### config.mk
export PLATFORM = sky130hd
export DESIGN_NAME = memory_access_fault_status
export DESIGN_NICKNAME = d
export VERILOG_FILES = /design/src/hdl/mem_fault_pkg.sv /design/src/hdl/access_violation_check.sv /design/src/hdl/memory_access_fault_status.sv
export SDC_FILE = /design/constraint.sdc
export NUM_CORES = 1
export LEC_CHECK = 0
export BUFFER_PORTS_ARGS = -buffer_cell sky130_fd_sc_hd__buf_4
export CAP_MARGIN = 30
export CORE_ASPECT_RATIO = 1.75
export CORE_MARGIN = 2
export CORE_UTILIZATION = 32
export CTS_BUF_LIST = sky130_fd_sc_hd__clkbuf_8
export DETAILED_ROUTE_END_ITERATION = 8
export SLEW_MARGIN = 20
export SYNTH_ARGS = -nofsm -noshare
export SYNTH_HDL_FRONTEND = slang
export SYNTH_SLANG_ARGS = --single-unit
### constraint.sdc
create_clock -name clock_i -period 1.7 [get_ports clock_i]
set_input_delay 0.085 -clock clock_i [delete_from_list [all_inputs] [get_ports clock_i]]
set_output_delay 0.085 -clock clock_i [all_outputs]
set_load 0.005 [all_outputs]
### src/hdl/mem_fault_pkg.sv
// Constants and carrier types for the memory access fault status block.
// Assumes a single processor clock domain and a plain register port.
package mem_fault_pkg;

  localparam int unsigned ADDR_W         = 32;
  localparam int unsigned PRIO_W         = 8;

  // Byte address of the combined fault status word
  localparam logic [31:0] COMBINED_FAULT_STATUS_ADDR = 32'he000ed28;
  // Control word holding enable and priority (block-local choice)
  localparam logic [31:0] FAULT_CTRL_ADDR            = 32'he000ed24;
  // Captured fault address word
  localparam logic [31:0] FAULT_ADDR_ADDR            = 32'he000ed34;

  // Status field bit positions
  localparam int unsigned FETCH_BIT      = 0;
  localparam int unsigned DATA_BIT       = 1;
  localparam int unsigned EXIT_POP_BIT   = 3;
  localparam int unsigned ENTRY_PUSH_BIT = 4;
  localparam int unsigned LAZY_BIT       = 5;
  localparam int unsigned ADDR_VALID_BIT = 7;

  // Control word fields
  localparam int unsigned ENABLE_BIT     = 16;
  localparam int unsigned PRIO_LSB       = 0;

  localparam logic [7:0]  STATUS_RESET   = 8'h00;
  localparam logic [7:0]  STATUS_MASK_FPU   = 8'hbb;
  localparam logic [7:0]  STATUS_MASK_NOFPU = 8'h9b;

  // Private peripheral space and architectural execute-never ranges
  localparam logic [31:0] PPB_BASE       = 32'he0000000;
  localparam logic [31:0] PPB_LAST       = 32'he00fffff;
  localparam logic [31:0] XN_PERIPH_BASE = 32'h40000000;
  localparam logic [31:0] XN_PERIPH_LAST = 32'h5fffffff;
  localparam logic [31:0] XN_DEVICE_BASE = 32'ha0000000;

  typedef enum logic [2:0] {
    ACC_DATA       = 3'b000,
    ACC_FETCH      = 3'b001,
    ACC_ENTRY_PUSH = 3'b010,
    ACC_EXIT_POP   = 3'b011,
    ACC_LAZY       = 3'b100,
    ACC_VECTOR     = 3'b101
  } access_kind_t;

  // One access presented for checking
  typedef struct packed {
    logic              valid;
    access_kind_t      kind;
    logic [ADDR_W-1:0] addr;
    logic              write;
    logic              unprivileged;
  } access_req_t;

  // Protection unit verdict on that access
  typedef struct packed {
    logic enabled;
    logic hit;
    logic priv_only;
    logic read_only;
    logic exec_never;
  } region_attr_t;

  // Fault output towards the exception logic
  typedef struct packed {
    logic memory_access_fault;
    logic escalated_fault;
  } fault_out_t;

endpackage : mem_fault_pkg

### src/hdl/access_violation_check.sv
// Combinational violation check of one access against region attributes.
// Assumes attributes come from the protection unit in the same cycle.
`timescale 1ns/100ps
`default_nettype none
module access_violation_check
  import mem_fault_pkg::*;
(
  input  wire access_req_t  req_i,
  input  wire region_attr_t attr_i,
  output logic              violation_o
);

  function automatic logic arch_xn(input logic [ADDR_W-1:0] a);
    arch_xn = (a >= XN_PERIPH_BASE && a <= XN_PERIPH_LAST) ||
              (a >= XN_DEVICE_BASE);
  endfunction : arch_xn

  logic is_ppb;
  logic is_exec;
  logic mpu_viol;

  always_comb begin
    is_ppb   = (req_i.addr >= PPB_BASE) && (req_i.addr <= PPB_LAST);
    is_exec  = (req_i.kind == ACC_FETCH);
    mpu_viol = 1'b0;
    if (attr_i.enabled) begin
      if (!attr_i.hit && !is_ppb)
        mpu_viol = 1'b1;                                         // [RULE_02]
      if (attr_i.hit && attr_i.priv_only && req_i.unprivileged)
        mpu_viol = 1'b1;                                         // [RULE_01]
      if (attr_i.hit && attr_i.read_only && req_i.write)
        mpu_viol = 1'b1;                                         // [RULE_03]
      if (attr_i.hit && attr_i.exec_never && is_exec)
        mpu_viol = 1'b1;                                         // [RULE_04]
    end
    // Architectural execute-never holds with or without protection
    violation_o = req_i.valid && (req_i.kind != ACC_VECTOR) &&   // [RULE_10]
                  (mpu_viol || (is_exec && arch_xn(req_i.addr))); // [RULE_11]
  end

endmodule : access_violation_check
`default_nettype wire

### src/hdl/memory_access_fault_status.sv
// Memory access fault detection and sticky cause status.
// Assumes the pipeline presents one checked access per cycle and marks
// when a fetch that failed earlier reaches execute.
//
// The register addresses and the address-and-strobe port were chosen for this implementation.
`timescale 1ns/100ps
`default_nettype none
//
// Function
// RULE_01 - Unprivileged access to privileged-only region faults.
// RULE_02 - Protection on: unmapped access faults, private peripherals excepted.
// RULE_03 - Write to read-only location faults.
// RULE_04 - Fetch from execute-never region faults.
// RULE_05 - Checks cover data, fetches, entry pushes and exit pops.
// RULE_06 - Fetch violation faults only when instruction reaches execute.
// RULE_07 - Entry push violation sets bit 4.
// RULE_08 - Exit pop violation sets bit 3.
// RULE_09 - Lazy state violation sets bit 5, only with floating point.
// RULE_10 - Vector table fetches never fault.
// RULE_11 - Architectural execute-never fetches fault even without protection.
// RULE_12 - Data access violation sets bit 1.
// RULE_13 - Fetch access violation sets bit 0.
// RULE_14 - Address-valid bit 7 set when fault address captured.
// RULE_15 - Cause bits sticky until software writes one.
// RULE_16 - Shared address overwritten by other fault clears address-valid.
// RULE_17 - Software enables the fault by writing bit 16.
// RULE_18 - Software should set priority before enabling.
// RULE_19 - Disabled or non-preempting fault escalates instead.
// RULE_20 - Status sits in bits 7..0 of combined word, byte access.
// RULE_21 - Bits 2 and 6 read zero; reset clears all bits.
module memory_access_fault_status
  import mem_fault_pkg::*;
#(
  parameter bit HAS_FPU     = 1'b1,
  parameter bit SHARED_ADDR = 1'b0
) (
  input  wire logic              clock_i,
  input  wire logic              rst_b_i,
  input  wire access_req_t       req_i,
  input  wire region_attr_t      attr_i,
  input  wire logic              fetch_executes_i,
  input  wire logic              other_fault_addr_i,
  input  wire logic [PRIO_W-1:0] current_prio_i,
  input  wire logic [31:0]       reg_addr_i,
  input  wire logic [31:0]       reg_wdata_i,
  input  wire logic [3:0]        reg_be_i,
  input  wire logic              reg_write_i,
  input  wire logic              reg_read_i,
  output logic [31:0]            reg_rdata_o,
  output fault_out_t             fault_o,
  output logic [ADDR_W-1:0]      fault_addr_o
);

  localparam logic [7:0] STATUS_MASK =
    HAS_FPU ? STATUS_MASK_FPU : STATUS_MASK_NOFPU;

  typedef struct packed {
    logic [7:0]        status;
    logic              enable;
    logic [PRIO_W-1:0] prio;
    logic              fetch_pend;
    logic [ADDR_W-1:0] fault_addr;
    logic [31:0]       rdata;
    fault_out_t        fault;
  } state_t;

  state_t state;
  state_t next_state;
  logic   violation;

  access_violation_check u_check (
    .req_i       (req_i),
    .attr_i      (attr_i),
    .violation_o (violation)
  );

  function automatic logic [31:0] read_word(input state_t s,
                                             input logic [31:0] a);
    read_word = 32'h0000_0000;
    if (a == COMBINED_FAULT_STATUS_ADDR)
      read_word[7:0] = s.status & STATUS_MASK;                   // [RULE_20]
    else if (a == FAULT_CTRL_ADDR) begin
      read_word[ENABLE_BIT] = s.enable;
      read_word[PRIO_LSB +: PRIO_W] = s.prio;
    end else if (a == FAULT_ADDR_ADDR)
      read_word = s.fault_addr;
  endfunction : read_word

  logic [7:0] set_bits;
  logic [7:0] clr_bits;
  logic       raise;
  logic       capture;

  always_comb begin
    next_state = state;
    set_bits   = 8'h00;
    clr_bits   = 8'h00;
    raise      = 1'b0;
    capture    = 1'b0;

    // Fetch violations are held until the instruction executes
    if (violation && req_i.kind == ACC_FETCH) begin            // [RULE_06]
      next_state.fetch_pend = 1'b1;
    end
    if (state.fetch_pend && fetch_executes_i) begin
      set_bits[FETCH_BIT] = 1'b1;                                // [RULE_13]
      raise = 1'b1;
      if (!(violation && req_i.kind == ACC_FETCH))
        next_state.fetch_pend = 1'b0;
    end

    if (violation) begin                                         // [RULE_05]
      unique case (req_i.kind)
        ACC_DATA: begin
          set_bits[DATA_BIT] = 1'b1;                             // [RULE_12]
          capture = 1'b1;
          raise = 1'b1;
        end
        ACC_ENTRY_PUSH: begin
          set_bits[ENTRY_PUSH_BIT] = 1'b1;                       // [RULE_07]
          raise = 1'b1;
        end
        ACC_EXIT_POP: begin
          set_bits[EXIT_POP_BIT] = 1'b1;                         // [RULE_08]
          raise = 1'b1;
        end
        ACC_LAZY: begin
          set_bits[LAZY_BIT] = HAS_FPU;                          // [RULE_09]
          raise = 1'b1;
        end
        default: ;
      endcase
    end

    // Software write of ones clears; zeros leave bits alone
    if (reg_write_i && reg_be_i[0] &&
        reg_addr_i == COMBINED_FAULT_STATUS_ADDR)
      clr_bits = reg_wdata_i[7:0];                               // [RULE_15]
    if (reg_write_i && reg_addr_i == FAULT_CTRL_ADDR) begin
      if (reg_be_i[2])
        next_state.enable = reg_wdata_i[ENABLE_BIT];             // [RULE_17]
      if (reg_be_i[0])
        next_state.prio = reg_wdata_i[PRIO_LSB +: PRIO_W];       // [RULE_18]
    end

    if (capture) begin
      next_state.fault_addr = req_i.addr;
      set_bits[ADDR_VALID_BIT] = 1'b1;                           // [RULE_14]
    end

    // Set wins over a clear in the same cycle
    next_state.status = ((state.status & ~clr_bits) | set_bits)
                        & STATUS_MASK;                           // [RULE_21]
    if (SHARED_ADDR && other_fault_addr_i && !capture)
      next_state.status[ADDR_VALID_BIT] = 1'b0;                  // [RULE_16]

    // Lower value is higher priority
    next_state.fault.memory_access_fault =
      raise && state.enable && (state.prio < current_prio_i);
    next_state.fault.escalated_fault =
      raise && !(state.enable && (state.prio < current_prio_i)); // [RULE_19]

    next_state.rdata = reg_read_i ? read_word(state, reg_addr_i)
                                  : 32'h0000_0000;
  end

  always_ff @(posedge clock_i or negedge rst_b_i) begin
    if (!rst_b_i) begin
      state        <= '0;
      state.status <= STATUS_RESET;                              // [RULE_21]
    end else begin
      state <= next_state;
    end
  end

  assign reg_rdata_o  = state.rdata;
  assign fault_o      = state.fault;
  assign fault_addr_o = state.fault_addr;

endmodule : memory_access_fault_status
`default_nettype wire

==> implementation parameters <==
Parameter                              Value

Route
  DR WL met3 ... 457 µm
  Met2 WL post-DR ... 6210 µm
  Average vias per placed instance ... 4.47
  Routed wirelength normalized by instance count ... 14.7 µm
  Number of detailed-route iterations in the first pass ... 4
  Uppermost metal layer occupied by signal nets ... met4
  Total wirelength of the detailed-routed design ... 10400 µm
  Wl on met1 ... 3520 µm
  Initial DRC Count ... 68
  Number of vias in the routed layout ... 3156
  Post-DRT Antenna Nets ... 0
  DRC viols ... 0

Die
  Top-level I/O count ... 191
  Standard cell core area ... 12500 µm²
  Die extent in x ... 89.8 µm
  Initial core utilization ... 33.0%
  Overall die height ... 154 µm
  Total number of placement rows ... 54
  Die area ... 13800 µm²

Worst setup path
  Worst setup EP type ... flip-flop
  Worst r2r path cells ... 5
  Kind of start point of the critical path ... flip-flop
  Worst setup path class ... reg2reg
  Worst Path Buf+Inv ... 0
  Crit path cell chain ... ha_2 -> or4b_4 -> a21oi_4 -> o211ai_1 -> nor3b_2
  Cell depth of the worst setup path ... 5
  Crit-path leading delay family ... simple AND/OR/NAND/NOR gates
  Critical Path Max Stage Delay ... 0.54 ns
  Critical path data arrival time ... 1.88 ns
  Slowest cell on crit path ... sky130_fd_sc_hd__or4b_4
  CP Max Fanout ... 3
  Endpoint required time on the critical path ... 1.95 ns

Yosys
  Area share of the largest cell type after synthesis ... 49.8%
  Syn_nets ... 497
  Number of warnings reported in the yosys synthesis log ... 0
  Multiplexer area fraction after synthesis ... 13.9%
  Primary FF master, synth ... sky130_fd_sc_hd__dfrtp_1
  Complex-gate fraction of the synthesized area ... 3.88%
  Largest cells by area after synthesis ... sky130_fd_sc_hd__dfrtp_1 (50%), sky130_fd_sc_hd__buf_4 (12%), sky130_fd_sc_hd__mux2_2 (11%)
  Count of flip-flops with a built-in enable after synthesis ... 0
  Count of cell types in the netlist ... 47
  Xor-xnor portion of the synthesized cell area ... 0%
  Proportion of synthesized flip-flops having asynchronous set or reset ... 100%
  Cell area after synthesis ... 4120 µm²
  Average cell area after synthesis ... 11.3 µm²
  Post-synthesis cell type with the largest combined area ... sky130_fd_sc_hd__dfrtp_1
  Adder-Cell Fraction of Synth Area ... 2.12%
  Combinational family with the most area after synthesis ... buffers and inverters
  Number of instances in the synthesized netlist ... 365
  Post-synthesis share of cell area spent on and, or, nand and nor gates ... 13.3%
  Portion of the post-synthesis area used by sequential elements ... 49.8%
  Count of state elements after synthesis ... 82

Timing
  Count of final max-slew check failures ... 0
  Hold Vio Cnt, Final ... 0
  Final count of negative-setup-slack endpoints ... 0
  Share of the cycle needed by the critical path after routing ... 95.7%
  Tightest Pin Transition ... 0.377 ns
  Clock tree skew after final layout ... 0.00721 ns
  Maximum achievable frequency ... 0.615 GHz
  Unrepaired setup endpoints after global routing ... false
  Final critical-path setup slack ... 0.0731 ns
  Time the final worst path needs with I/O delays and setup ... 1.63 ns
  Post-route setup TNS ... 0 ns
  Worst slew slack as a fraction of its limit ... 74.8%

Final layout
  Most common cell after layout, fill and taps aside ... sky130_fd_sc_hd__buf_4
  Inserted Diodes ... 0
  Number of nets at the end of the flow ... 665
  Layout Cell Area excl Fill ... 5960 µm²
  Share of final-layout standard cells stronger than drive strength 1 ... 48.9%
  Final cell count without fillers ... 706
  Leading cell types in the layout, fill and taps excluded ... sky130_fd_sc_hd__buf_4 (183), sky130_fd_sc_hd__dfrtp_1 (82), sky130_fd_sc_hd__dlygate4sd3_1 (46)
  Growth of design area from synthesis to finish ... 44.4%

Placement
  Pre-CTS setup slack ... 0.0359 ns
  Placed Cells incl. Taps ... 638
  Global placer's final weighted congestion ... 0.725
  Port-buffer cells ... 164
  Instance area at placement ... 5190 µm²
  Detailed-placement wirelength estimate ... 7960 µm

Power
  Power per cell area ... 812 nW/µm²
  Static Leakage ... 3.00 nW
  IR Drop Worst-Case VDD ... 0.000373 V

Global routing
  First-pass GRT wire length ... 16800 µm
  Total global-route track usage ... 15.5%
  Antenna violations before repair ... 0
  Maximum number of pins on one net before global-route repair ... 40
  Remaining global-route overflow ... 0
  Number of global-route vias before repair ... 3371

Clock tree
  CTS tree ... yes
  CTS Buf Count ... 9
  Clock Root Buffer ... sky130_fd_sc_hd__clkbuf_8
  Clock input transition at the sequential cells of the worst setup and hold paths ... 0.08 ns
  Buffers from clock root to sink, at most ... 2
  Worst-Skew Late Latency ... 0.35 ns
  Number of clock sinks seen by CTS ... 82
  H-tree levels ... 3

Min path
  Worst hold path type ... in2reg
  Cell depth of the worst min-delay path ... 3

Job
  Count of maximum capacitance violations ... 0

Run status
  Status ... finished, final reports clean
==> what timing repair did <==
| item | in CTS | in global routing |
|---|---|---|
| hold buffers | 46 | 0 |
| setup endpoints to repair | 0 | 3 |
| setup buffers | 0 | 6 |
| gates resized for setup | 0 | 10 |
| hold endpoints to repair | 74 | 0 |
==> power breakdown <==
part | leakage [nW] | switching (mW) | internal, mW
registers | 1.07 | 0.157 | 2.15
clock network | 0.113 | 0.699 | 0.814
logic | 1.82 | 0.361 | 0.656
==> through the flow <==
stage | power (mW) | hold WS [ns] | utilization [%]
6_report | 4.84 | 0.0349 | 47.6
5_1_grt | 5.08 | 0.0383 | 47.6
4_1_cts | 4.90 | 0.00715 | 46.9
3_5_place_dp | 3.28 | 0.0315 | 41.6
3_3_place_gp | 3.26 | 0.0295 | 41.6
2_1_floorplan | 2.89 | -0.211 | -
==> metal layers <==
layer / vias to the layer above / global-route usage [%]
li1: 1518 / -
met1: 1523 / 14.7
met2: 100 / 31.8
met3: 15 / 1.90
met4: 0 / 7.55
met5: - / 0
==> synth_stat cells (2+ instances only) <==
master and count:
sky130_fd_sc_hd__o22ai_1 7, sky130_fd_sc_hd__nand4_1 7, sky130_fd_sc_hd__clkbuf_1 5, sky130_fd_sc_hd__nor2_1 6, sky130_fd_sc_hd__a31oi_1 2, sky130_fd_sc_hd__nor2b_1 2, sky130_fd_sc_hd__and4_1 2, sky130_fd_sc_hd__nor3b_1 3
sky130_fd_sc_hd__nor4_1 2, sky130_fd_sc_hd__inv_1 38, sky130_fd_sc_hd__nor3_1 30, sky130_fd_sc_hd__nand2b_1 3, sky130_fd_sc_hd__nor4_2 2, sky130_fd_sc_hd__o211ai_1 2, sky130_fd_sc_hd__buf_4 66, sky130_fd_sc_hd__a21bo_2 2
sky130_fd_sc_hd__mux2i_1 10, sky130_fd_sc_hd__buf_6 3, sky130_fd_sc_hd__ha_1 7, sky130_fd_sc_hd__and2_1 3, sky130_fd_sc_hd__dfrtp_1 82, sky130_fd_sc_hd__o21ai_0 4, sky130_fd_sc_hd__mux2_2 41, sky130_fd_sc_hd__nand3_1 9
sky130_fd_sc_hd__nand2_1 5
==> worst register-to-register path, cell delays in order, from the launching register on <==
cell                       delay [ns]
sky130_fd_sc_hd__dfrtp_1         0.39
sky130_fd_sc_hd__ha_2            0.17
sky130_fd_sc_hd__or4b_4          0.54
sky130_fd_sc_hd__a21oi_4         0.14
sky130_fd_sc_hd__o211ai_1        0.11
sky130_fd_sc_hd__nor3b_2         0.17
==> sequential cells by signal (all words and copies together) (netlist names) <==
name and count:
fault_o 2, state 16, fault_addr_o 32, reg_rdata_o 32
==> cells by family (layout without fill, tap and decap cells) <==
family | count (synthesis) | after routing
multiplexers | 52 | 52
flip-flops | 82 | 82
buffers and inverters | 115 | 288
adder cells (fa/ha/maj) | 7 | 7
AO/OA/AOI/OAI | 23 | 23
AND/OR/NAND/NOR | 86 | 86
==> cell type report <==
cell class | count | area [µm²]
fillers | 1191 | 6540
flip-flops and latches | 82 | 2050
repair buffers | 233 | 1910
multi-input cells | 168 | 1420
well taps | 168 | 210
inverters | 39 | 146
clock buffers | 9 | 124
clock inverters | 7 | 87.6
==> worst paths after layout <==
kind	start	to	slack, ns
max reg2reg	state[72]$_DFFE_PN0P_	fault_o[0]$_DFF_PN0_	0.07
min reg2reg	fault_addr_o[17]$_DFFE_PN0P_	reg_rdata_o[17]$_DFF_PN0_	0.50
max	state[72]$_DFFE_PN0P_	fault_o[0]$_DFF_PN0_	0.07
min	req_i[36]	state[81]$_DFF_PN0_	0.03
min in group asynchronous	rst_b_i	reg_rdata_o[0]$_DFF_PN0_	0.19
max in group asynchronous	rst_b_i	reg_rdata_o[10]$_DFF_PN0_	0.93
(Power assumes the default switching activity.)
